$ cat src/rtl/sdcal_pkg.sv
// constants, types and operating summary for the sigma-delta calibration control
//
// Summary of operation
// - a calibration run starts on a one written to the start bit
// - mode field: 00 internal, 01 external offset, 10 external gain
// - single-ended channels never receive offset or gain correction values
// - result channel, status and value do not update during calibration
// - internal mode uses internal zero and reference inputs for all enabled differential channels
// - completion interrupt marks the end of every calibration run
// - offset correction drives the offset-input result to exactly zero
// - gain correction maps gain input minus offset input to 2^23-1
// - external runs handle one channel; offset and gain are separate runs
// - saved corrections may be written back while settings are unchanged
// - correction writes are accepted only while the protect bit is one
// - hardware times the stabilization wait after converter power-on
// - the wait lasts 20 us; triggers during it are deferred

package sdcal_pkg;

   // ==========================================================
   // sizes
   localparam int NCH = 5;
   localparam int DW = 24;
   localparam int CW = 3;
   localparam int ACC_SH = 2;
   localparam logic [CW-1:0] CHAN_END = 3'h5;
   localparam logic [ACC_SH:0] CAL_LAST_CONV = 3'h3;

   // ==========================================================
   // mode field and calibration input selection
   localparam logic [1:0] MODE_INT = 2'h0;
   localparam logic [1:0] MODE_EXT_OFF = 2'h1;
   localparam logic [1:0] MODE_EXT_GAIN = 2'h2;
   localparam logic [1:0] MODE_RSVD = 2'h3;
   localparam logic [1:0] CAL_IN_PINS = 2'h0;
   localparam logic [1:0] CAL_IN_ZERO = 2'h1;
   localparam logic [1:0] CAL_IN_REF = 2'h2;

   // ==========================================================
   // values
   localparam logic [DW-1:0] GAIN_TARGET = 24'h7FFFFF;
   localparam logic [DW-1:0] ZERO_WORD = 24'h000000;

   // ==========================================================
   // timing
   localparam int CLK_PERIOD_NS = 20;
   localparam int PWR_WAIT_NS = 20000;
   localparam logic [9:0] PWR_WAIT_CYC = 10'((PWR_WAIT_NS + CLK_PERIOD_NS - 1) / CLK_PERIOD_NS);
   localparam logic [9:0] PWR_CNT_LAST = 10'h001;

   // ==========================================================
   // sequencer states
   typedef enum logic [2:0] {
      ST_IDLE, ST_PICK, ST_LOAD, ST_REQ, ST_WAIT, ST_STORE, ST_DONE
   } sdcal_state_t;

endpackage : sdcal_pkg

$ cat src/rtl/sdcal_corr_mem.sv
// per-channel gain and offset correction store with registered read
`timescale 1ns/1ps
`default_nettype none

module sdcal_corr_mem (
   // clock and reset
   input wire logic mclk_i,
   input wire logic rst_n_i,
   // write port
   input wire logic we_gain_i,
   input wire logic we_off_i,
   input wire logic [sdcal_pkg::CW-1:0] waddr_i,
   input wire logic [sdcal_pkg::DW-1:0] wgain_i,
   input wire logic [sdcal_pkg::DW-1:0] woff_i,
   // read port
   input wire logic [sdcal_pkg::CW-1:0] raddr_i,
   output logic [sdcal_pkg::DW-1:0] rgain_o,
   output logic [sdcal_pkg::DW-1:0] roff_o
);
   import sdcal_pkg::*;

   logic [DW-1:0] gain_mem [NCH];
   logic [DW-1:0] off_mem [NCH];

   // ==========================================================
   // storage, cleared so a read before calibration is defined
   always_ff @(posedge mclk_i) begin
      for (int i = 0; i < NCH; i++) begin
         if (!rst_n_i) begin
            gain_mem[i] <= ZERO_WORD;
            off_mem[i] <= ZERO_WORD;
         end else if (waddr_i == CW'(i)) begin
            if (we_gain_i) begin
               gain_mem[i] <= wgain_i;
            end
            if (we_off_i) begin
               off_mem[i] <= woff_i;
            end
         end
      end
   end

   // ==========================================================
   // registered read; out-of-range address reads zero
   always_ff @(posedge mclk_i) begin
      if (!rst_n_i) begin
         rgain_o <= ZERO_WORD;
         roff_o <= ZERO_WORD;
      end else if (raddr_i < CHAN_END) begin
         rgain_o <= gain_mem[raddr_i];
         roff_o <= off_mem[raddr_i];
      end else begin
         rgain_o <= ZERO_WORD;
         roff_o <= ZERO_WORD;
      end
   end

endmodule : sdcal_corr_mem
`default_nettype wire

$ cat src/rtl/sdcal_ctrl.sv
// calibration sequencer, result freeze and analog power-up wait
`timescale 1ns/1ps
`default_nettype none

module sdcal_ctrl (
   // clock and reset
   input wire logic mclk_i,
   input wire logic rst_n_i,
   // calibration control
   input wire logic cal_start_bit_i,
   input wire logic [1:0] cal_mode_field_i,
   input wire logic [sdcal_pkg::NCH-1:0] channel_cal_enable_i,
   input wire logic [sdcal_pkg::NCH-1:0] input_type_select_i,
   output logic cal_status_flag_o,
   output logic cal_done_interrupt_o,
   // power-up and conversion trigger
   input wire logic converter_power_on_i,
   input wire logic conv_trigger_i,
   output logic power_ready_o,
   output logic conv_trig_o,
   // modulator side
   output logic conv_req_o,
   output logic [sdcal_pkg::CW-1:0] conv_chan_o,
   output logic [1:0] cal_input_sel_o,
   input wire logic conv_done_i,
   input wire logic [sdcal_pkg::CW-1:0] conv_chan_i,
   input wire logic conv_status_i,
   input wire logic [sdcal_pkg::DW-1:0] conv_data_i,
   // conversion result
   output logic [sdcal_pkg::CW-1:0] result_channel_num_o,
   output logic result_status_bit_o,
   output logic [sdcal_pkg::DW-1:0] result_value_o,
   // correction value access
   input wire logic cal_protect_bit_i,
   input wire logic corr_wr_gain_i,
   input wire logic corr_wr_off_i,
   input wire logic [sdcal_pkg::CW-1:0] corr_addr_i,
   input wire logic [sdcal_pkg::DW-1:0] corr_wdata_i,
   output logic [sdcal_pkg::DW-1:0] corr_gain_o,
   output logic [sdcal_pkg::DW-1:0] corr_off_o,
   output logic corr_blocked_o
);
   import sdcal_pkg::*;

   sdcal_state_t state;
   logic [1:0] mode;
   logic [NCH-1:0] mask;
   logic [CW-1:0] chan;
   logic gain_phase;
   logic [ACC_SH:0] nconv;
   logic signed [DW+ACC_SH-1:0] acc;
   logic signed [DW-1:0] off_avg;
   logic signed [DW-1:0] avg;
   logic cal_busy, cal_take, sw_ok;
   logic cal_we_off, cal_we_gain, mem_we_off, mem_we_gain;
   logic [DW-1:0] cal_off_word, cal_gain_word, mem_woff, mem_wgain;
   logic [CW-1:0] mem_addr;
   logic pwr_q, trig_pend;
   logic [9:0] pwr_cnt;

   // ==========================================================
   // sequencer decodes
   assign cal_busy = (state != ST_IDLE);
   assign cal_take = !cal_busy && cal_start_bit_i && power_ready_o
                     && (cal_mode_field_i != MODE_RSVD);
   assign avg = acc[DW+ACC_SH-1:ACC_SH];
   assign cal_we_off = (state == ST_STORE) && !gain_phase;
   assign cal_we_gain = (state == ST_STORE) && gain_phase;
   assign cal_off_word = DW'(-avg);
   assign cal_gain_word = DW'(GAIN_TARGET - DW'(avg - off_avg));
   // software writes only under protection and never during a run
   assign sw_ok = cal_protect_bit_i && !cal_busy;
   assign mem_we_off = cal_we_off || (corr_wr_off_i && sw_ok);
   assign mem_we_gain = cal_we_gain || (corr_wr_gain_i && sw_ok);
   assign mem_woff = cal_busy ? cal_off_word : corr_wdata_i;
   assign mem_wgain = cal_busy ? cal_gain_word : corr_wdata_i;
   assign mem_addr = cal_busy ? chan : corr_addr_i;

   sdcal_corr_mem u_mem (
      .mclk_i(mclk_i),
      .rst_n_i(rst_n_i),
      .we_gain_i(mem_we_gain),
      .we_off_i(mem_we_off),
      .waddr_i(mem_addr),
      .wgain_i(mem_wgain),
      .woff_i(mem_woff),
      .raddr_i(mem_addr),
      .rgain_o(corr_gain_o),
      .roff_o(corr_off_o)
   );

   // ==========================================================
   // calibration sequencer: walks enabled differential channels
   always_ff @(posedge mclk_i) begin
      if (!rst_n_i) begin
         state <= ST_IDLE;
         mode <= MODE_INT;
         mask <= '0;
         chan <= '0;
         gain_phase <= 1'b0;
         nconv <= '0;
         acc <= '0;
         off_avg <= '0;
      end else begin
         case (state)
            ST_IDLE: begin
               if (cal_take) begin
                  mode <= cal_mode_field_i;
                  mask <= channel_cal_enable_i & ~input_type_select_i;
                  chan <= '0;
                  state <= ST_PICK;
               end
            end
            ST_PICK: begin
               if (chan == CHAN_END) begin
                  state <= ST_DONE;
               end else if (mask[chan]) begin
                  gain_phase <= (mode == MODE_EXT_GAIN);
                  nconv <= '0;
                  acc <= '0;
                  state <= (mode == MODE_EXT_GAIN) ? ST_LOAD : ST_REQ;
               end else begin
                  chan <= chan + 3'h1;
               end
            end
            // the stored offset correction is the negated offset reading
            ST_LOAD: begin
               off_avg <= DW'(-$signed(corr_off_o));
               state <= ST_REQ;
            end
            ST_REQ: begin
               state <= ST_WAIT;
            end
            ST_WAIT: begin
               if (conv_done_i) begin
                  acc <= acc + (DW+ACC_SH)'($signed(conv_data_i));
                  nconv <= nconv + 3'h1;
                  state <= (nconv == CAL_LAST_CONV) ? ST_STORE : ST_REQ;
               end
            end
            ST_STORE: begin
               if (!gain_phase && (mode == MODE_INT)) begin
                  off_avg <= avg;
                  gain_phase <= 1'b1;
                  nconv <= '0;
                  acc <= '0;
                  state <= ST_REQ;
               end else if (mode == MODE_INT) begin
                  chan <= chan + 3'h1;
                  state <= ST_PICK;
               end else begin
                  state <= ST_DONE;
               end
            end
            ST_DONE: begin
               state <= ST_IDLE;
            end
            default: begin
               state <= ST_IDLE;
            end
         endcase
      end
   end

   // ==========================================================
   // status flag and completion pulse
   always_ff @(posedge mclk_i) begin
      if (!rst_n_i) begin
         cal_status_flag_o <= 1'b0;
         cal_done_interrupt_o <= 1'b0;
      end else begin
         cal_done_interrupt_o <= (state == ST_DONE);
         if (cal_take) begin
            cal_status_flag_o <= 1'b1;
         end else if (state == ST_DONE) begin
            cal_status_flag_o <= 1'b0;
         end
      end
   end

   // ==========================================================
   // modulator requests; internal mode feeds zero then reference
   always_ff @(posedge mclk_i) begin
      if (!rst_n_i) begin
         conv_req_o <= 1'b0;
         conv_chan_o <= '0;
         cal_input_sel_o <= CAL_IN_PINS;
      end else begin
         conv_req_o <= (state == ST_REQ);
         conv_chan_o <= chan;
         if (cal_busy && (mode == MODE_INT)) begin
            cal_input_sel_o <= gain_phase ? CAL_IN_REF : CAL_IN_ZERO;
         end else begin
            cal_input_sel_o <= CAL_IN_PINS;
         end
      end
   end

   // ==========================================================
   // result register, frozen while a run is active
   always_ff @(posedge mclk_i) begin
      if (!rst_n_i) begin
         result_channel_num_o <= '0;
         result_status_bit_o <= 1'b0;
         result_value_o <= ZERO_WORD;
      end else if (conv_done_i && !cal_busy) begin
         result_channel_num_o <= conv_chan_i;
         result_status_bit_o <= conv_status_i;
         result_value_o <= conv_data_i;
      end
   end

   // ==========================================================
   // stabilization wait after converter power-on; counts from the rise
   always_ff @(posedge mclk_i) begin
      if (!rst_n_i) begin
         pwr_q <= 1'b0;
         pwr_cnt <= '0;
         power_ready_o <= 1'b0;
      end else begin
         pwr_q <= converter_power_on_i;
         if (!converter_power_on_i) begin
            pwr_cnt <= '0;
            power_ready_o <= 1'b0;
         end else if (!pwr_q) begin
            pwr_cnt <= PWR_WAIT_CYC;
            power_ready_o <= 1'b0;
         end else if (pwr_cnt == PWR_CNT_LAST) begin
            pwr_cnt <= '0;
            power_ready_o <= 1'b1;
         end else if (pwr_cnt != '0) begin
            pwr_cnt <= pwr_cnt - 10'h001;
         end
      end
   end

   // ==========================================================
   // triggers held until settled and not calibrating; triggers while power is off are dropped
   always_ff @(posedge mclk_i) begin
      if (!rst_n_i) begin
         trig_pend <= 1'b0;
         conv_trig_o <= 1'b0;
      end else begin
         conv_trig_o <= power_ready_o && !cal_busy && (conv_trigger_i || trig_pend);
         if (!converter_power_on_i || (power_ready_o && !cal_busy)) begin
            trig_pend <= 1'b0;
         end else if (conv_trigger_i) begin
            trig_pend <= 1'b1;
         end
      end
   end

   // write refused for lack of protection or during a run
   always_ff @(posedge mclk_i) begin
      if (!rst_n_i) begin
         corr_blocked_o <= 1'b0;
      end else begin
         corr_blocked_o <= (corr_wr_gain_i || corr_wr_off_i) && !sw_ok;
      end
   end

   // ==========================================================
   // checks
   localparam int PWR_CHK = 1000;
   logic [10:0] since_pwr;
   logic [3:0] run_wr;

   always_ff @(posedge mclk_i) begin
      if (!rst_n_i || !converter_power_on_i) begin
         since_pwr <= '0;
      end else if (since_pwr != 11'h7FF) begin
         since_pwr <= since_pwr + 11'h001;
      end
   end

   always_ff @(posedge mclk_i) begin
      if (!rst_n_i || cal_take) begin
         run_wr <= '0;
      end else if (cal_we_off || cal_we_gain) begin
         run_wr <= run_wr + 4'h1;
      end
   end
endmodule : sdcal_ctrl
`default_nettype wire

$ cat config.mk
export PLATFORM = sky130hd
export DESIGN_NAME = sdcal_ctrl
export DESIGN_NICKNAME = d
export VERILOG_FILES = /design/src/rtl/sdcal_pkg.sv /design/src/rtl/sdcal_corr_mem.sv /design/src/rtl/sdcal_ctrl.sv
export SDC_FILE = /design/constraint.sdc
export NUM_CORES = 1
export LEC_CHECK = 0
export ABC_AREA = 1
export BUFFER_PORTS_ARGS = -buffer_cell sky130_fd_sc_hd__buf_2
export CAP_MARGIN = 20
export CORE_UTILIZATION = 59
export DETAILED_ROUTE_END_ITERATION = 7
export HOLD_SLACK_MARGIN = 0.03
export PLACE_DENSITY = 0.78
export SYNTH_ARGS = -nofsm -noshare
export SYNTH_HDL_FRONTEND = slang
export SYNTH_SLANG_ARGS = --single-unit
export TNS_END_PERCENT = 50
$ cat constraint.sdc
create_clock -name mclk_i -period 5 [get_ports mclk_i]
set_input_delay 0.5 -clock mclk_i [delete_from_list [all_inputs] [get_ports mclk_i]]
set_output_delay 0.5 -clock mclk_i [all_outputs]
set_load 0.01 [all_outputs]
## Word-level counts from Yosys, hierarchy flattened

Memories as Yosys holds them, arrays and structs flattened. A register that Yosys moved wholly into a read port is not among the register bits.
Cells that the tools add are included.

| cells by class | value |
|---|---|
| add/subtract/negate cells | 8 |
| order comparisons | 2 |
| equality and inequality tests | 25 |
| mux-type cells | 85 |
| bitwise gates (word level) | 15 |
| reduce and logical (&&, ||, !) cells | 47 |

Operator list:

| cell | count |
|---|---|
| two-way mux 24 bit | 13 |
| two-way mux 26 bit | 4 |
| case mux 26 bit (3 select lines) | 1 |
| two-way mux 3 bit | 17 |
| negation 24 bit | 2 |
| case mux 24 bit (2 select lines) | 1 |
| two-way mux 1 bit | 40 |
| two-way mux 10 bit | 3 |
| adder 26 x 24 -> 26 bit | 1 |
| subtractor 23 x 24 -> 24 bit, first input constant | 1 |
| subtractor 24 bit | 1 |
| case mux 3 bit (3 select lines) | 2 |
| case mux 3 bit (6 select lines) | 1 |
| equality test 3 x 2 -> 1 bit, second input constant | 5 |
| equality test 3 bit, second input constant | 5 |
| logical AND 1 bit | 14 |
| != test 2 bit, second input constant | 7 |
| equality test 10 x 1 -> 1 bit, second input constant | 1 |
| bitwise OR 1 bit | 10 |
| AND reduction 2 bit | 5 |
| nonzero test 10 bit | 1 |
| subtractor 10 x 1 -> 10 bit, second input constant | 1 |
| nonzero test 3 bit | 3 |
| adder 3 x 1 -> 3 bit, second input constant | 2 |
| 24 further kinds | 41 |

| storage, ports and cells | value |
|---|---|
| bits in registers | 118 |
| memory bits (writable) | 240 |
| logic and storage cells | 207 |
| memories kept | 2 |

Memory list:

| memory | words | bits a word | read ports | clocked after memory_dff | wr ports | RTL line | RTL |
|---|---|---|---|---|---|---|---|
| u_mem.gain_mem | 5 | 24 | 1 | 1 | 5 | sdcal_corr_mem.sv:22 | `logic [DW-1:0] gain_mem [NCH];` |
| u_mem.off_mem | 5 | 24 | 1 | 1 | 5 | sdcal_corr_mem.sv:23 | `logic [DW-1:0] off_mem [NCH];` |

## Depth between registers and ports, before layout

| logic depth | value |
|---|---|
| depth in word-level cells | 10 |
| gate-level depth with buffers | 17 |

## Hierarchy

Synthesis repeated with hierarchy kept, for this count alone.

| second synthesis, totals | value |
|---|---|
| cells, all modules | 2810 |
| area, all modules | 21964.8 µm² |

Modules (own cells, without submodules):

| module | times used | cells an instance | area each (µm²) | sequential area each (µm²) |
|---|---|---|---|---|
| sdcal_corr_mem | 1 | 1172 | 12080.3 | 8167.8 |
| sdcal_ctrl | 1 | 1638 | 9884.5 | 2362.3 |

## Worst setup path after synthesis

Ideal clock, no wire load.

| timing path | value |
|---|---|
| path kind | register to register |
| from | register acc[3] |
| to | memory u_mem.gain_mem[1][17], data pin |
| setup time | 0.266 ns |
| arrival time | 2.218 ns |
| slack | 2.516 ns |
| stages on the path, launching flop included | 16 |
| path buffers | 0 |
| clock period less this slack | 2.484 ns |
| cell sequence | dfxtp_1 -> inv_1 -> ha_1 -> ha_1 -> inv_1 -> fa_1 -> inv_1 -> nand2_1 -> nor2_1 -> nor2_1 -> o21bai_1 -> nand2_1 -> nand2_1 -> nand2_1 -> nand3_1 -> a21oi_1 |

RTL lines:

| element | RTL line | RTL |
|---|---|---|
| start, declared | sdcal_ctrl.sv:51 | `logic signed [DW+ACC_SH-1:0] acc;` |
| start signal, assigned | sdcal_ctrl.sv:136 | `acc <= acc + (DW+ACC_SH)'($signed(conv_data_i));` |
| end, declared | sdcal_corr_mem.sv:22 |  |

==> impl_metrics.py <==
metrics = {
    "finish": {
        "nets": 3036,
        "finalInstanceArea_mm2": 0.02433,
        "syn2layout_area_growth_pct": 11.19,
        "diodes": 0,
        "drive_gt1_frac": 0.1036,
    },
    "floorplan": {
        "io_pins": 163,
        "fp-row-count": 70,
        "fp.dieH_um": 194.6,
        "dieWidth_um": 194.6,
        "coreArea_mm2": 0.03652,
        "initial_core_util": 0.5991,
        "dieArea_mm2": 0.03786,
    },
    "sta": {
        "rsz0062_at_grt": "false",
        "drv_slew": 0,
        "timing.hold.ws_ns": 0.1985,
        "period_share": 0.6883,
        "finalSetupViolCount": 0,
        "final_hold_viol_count": 0,
        "fin_ws_ns": 1.558,
        "tns_ns": 0,
        "tightest_slew_ns": 1.152,
        "max-slew-margin-rel": 0.2237,
        "skew_ns": 0.01944,
        "max_freq_mhz": 290.6,
        "layout_min_cycle_time_ns": 3.442,
    },
    "synthesis": {
        "syn_area_per_cell_um2": 7.954,
        "synth.top_cells.by_area": "edfxtp_1 33%, dfxtp_1 15%, nand2_1 12%, nor2_1 7.3%, inv_1 5.5%",
        "yosys.cell_count.top_type": "nand2_1",
        "ys.flop_type": "edfxtp_1",
        "syn_nets": 2907,
        "synth_common_cells": "697 x nand2_1, 424 x nor2_1, 320 x inv_1",
        "synth-edff-count": 240,
        "syn-cell-area_mm2": 0.02188,
        "synthArstFlopShare": 0,
        "yosysTopAreaCell": "edfxtp_1",
        "synth_cell_types": 54,
        "synth_top_area_frac": 0.3293,
        "ys_ff_latch": 406,
        "synth_cells": 2751,
        "yosys_warnings": 0,
        "ys_seq_area_frac": 0.4812,
    },
    "detailed_routing": {
        "drtPass1Iterations": 8,
        "drc": 0,
        "vias": 19480,
        "final_antenna_net_count": 0,
        "wirelength_um": 64090,
        "drt_iter0_markers": 2005,
        "via_per_inst": 5.757,
        "wl_per_cell_um": 18.94,
    },
    "setup_path": {
        "critPathMaxFanout": 51,
        "worstReg2RegEnd": "u_mem.off_mem[4][2]",
        "critPathKind": "flop to flop",
        "cp.arrival_ns": 3.64,
        "reg2reg_depth": 8,
        "cp_data_required_time_ns": 5.20,
        "worstSetupEndpointType": "flop",
        "startpoint_type": "flop",
        "reg2reg_slack_ns": 1.56,
        "regToRegStartpoint": "state[2]",
    },
    "pwr": {
        "irDropWorstVdd_v": 0.0004431,
        "leakage_uw": 0.01137,
        "pwr-share-clk": 0.218,
        "p_sw_uw": 6958,
        "switching_share": 0.4665,
        "intPower_uw": 7956,
        "combPwrFrac": 0.489,
        "seqPwrFrac": 0.293,
        "total_power_uw": 14910,
        "pwr_density_cell_mw_per_mm2": 613.0,
    },
    "grt": {
        "grt.overflow.total": 0,
        "globalRouteTotalUtil": 0.3360,
        "grt_pass1_wl_um": 99080,
        "antenna_found_initial": 0,
        "grt_pass1_vias": 18060,
        "grt_max_degree": 85,
    },
    "clocking": {
        "clk_pin_slew_worst_paths_ns": 0.06,
        "ctsResizeCount": 0,
        "htreeDepth": 2,
        "numClockSinks": 406,
        "clock_latency_ns": 0.58,
        "ctsHoldBuffers": 0,
        "cts_made_buffers": 44,
        "cts_setup_buffers": 0,
        "cts_buffer_depth": 3,
        "cts_tree": "yes",
        "cts-root-buf": "clkbuf_16",
    },
    "place": {
        "placed_area_mm2": 0.02286,
        "dpl.hpwl_um": 45630,
        "io_buffers": 162,
        "pre_cts_ws_ns": 1.545,
        "gp_congestion": 0.9990,
    },
    "hold_path": {
        "hold_path_end": "result_channel_num_o[2]",
        "min_path_type": "input pin to flop",
        "min_delay_path_depth": 3,
        "hold_start": "conv_chan_i[2]",
    },
    "status": {
        "status": "finished, final reports clean",
    },
    "run": {
        "cap_violations": 0,
    },
}
logic make-up after synthesis:
group | share of synthesized area
simple gates | 0.2793
buf+inv | 0.08451
compound gates | 0.09698
fa+ha+maj | 0.04643
flops | 0.4812
xor+xnor | 0.01161
critical path, stage by stage (launching register included):
cell     delay [ns]
dfxtp_1        0.52
inv_4          0.12
nand2_8        0.33
nand2_2        0.13
o21ai_4        0.13
inv_2          0.10
nor2_4         0.66
nand3_1        0.20
nand2_1        0.84
state kept, by name, indices dropped and copies added (netlist names), 5 cells and up:
name            count
acc                26
result_value_o     24
u_mem.off_mem     120
off_avg            24
u_mem.rgain_o      24
mask                5
u_mem.roff_o       24
u_mem.gain_mem    120
pwr_cnt            10
worst max path at each step:
stage	slack (ns)	endpoint	depth (start not counted)	start
final	1.56	u_mem.off_mem[4][2]	8	state[2]
after detailed placement	1.54	u_mem.gain_mem[4][3]	8	state[2]
after CTS	1.52	u_mem.gain_mem[4][20]	8	state[2]
after global routing	1.41	u_mem.off_mem[4][10]	8	state[2]
after floorplan	2.52	u_mem.gain_mem[1][17]	15	acc[3]
after global placement	1.76	u_mem.gain_mem[4][0]	8	state[2]
power groups by stage:
stage / Sequential (uW) / Clock (uW) / Combinational, uW
2_1_floorplan: 4390 / 0 / 5040
3_3_place_gp: 4410 / 0 / 6970
3_5_place_dp: 4430 / 0 / 7090
4_1_cts: 4360 / 3260 / 7140
5_1_grt: 4410 / 3380 / 8000
6_report: 4370 / 3250 / 7290
layout by cell type (no fill, tap or decap), types with 3 or more instances in the layout:
master       n
nand2_1    697
nor2_1     424
inv_1      319
edfxtp_1   240
a21oi_1    217
dfxtp_1    166
buf_2      162
nand3_1    157
nand4_1     83
ha_1        78
o21ai_0     60
clkbuf_16   45
o21ai_1     26
a22oi_1     24
xor2_1      22
buf_4       22
nor3_1      16
clkbuf_1    14
clkinv_1    10
nand3b_1     9
a21oi_2      9
or2_2        8
a211oi_1     8
nor2_4       7
xnor2_1      7
o21ai_4      6
nand4_4      6
inv_2        5
o21bai_1     5
nor4_1       5
nand2_2      4
o21a_1       4
a31oi_1      4
o211ai_1     4
bufinv_16    4
clkinv_2     4
clkbuf_8     3
per-layer routing:
layer	part of all wire	vias up	routed length, um	global-route usage
met3	0.088	144	5662	0.04147
met1	0.41	9057	26270	0.4585
met2	0.46	978	29770	0.5436
li1	-	9298	-	-
met5	0	-	0	0
met4	0.037	0	2385	0.1379
area by class of cell:
cell class                      instances  area (um2)
Timing Repair Buffer                  187        1051
Clock buffer                           62        1220
Tap cell                              468       585.6
Clock inverter                         19       197.7
Fill cell                            3066       12190
Inverter                              326        1229
Multi-Input combinational cell       1915        9518
Sequential cell                       406       10530
per-stage QoR:
stage          cells  utilization
4_1_cts         3381       0.6647
5_1_grt         3383       0.6662
2_1_floorplan   2751            -
3_3_place_gp    3300       0.6259
3_5_place_dp    3300       0.6259
6_report        3383       0.6662
No activity file was read; power rests on OpenSTA's default activity.
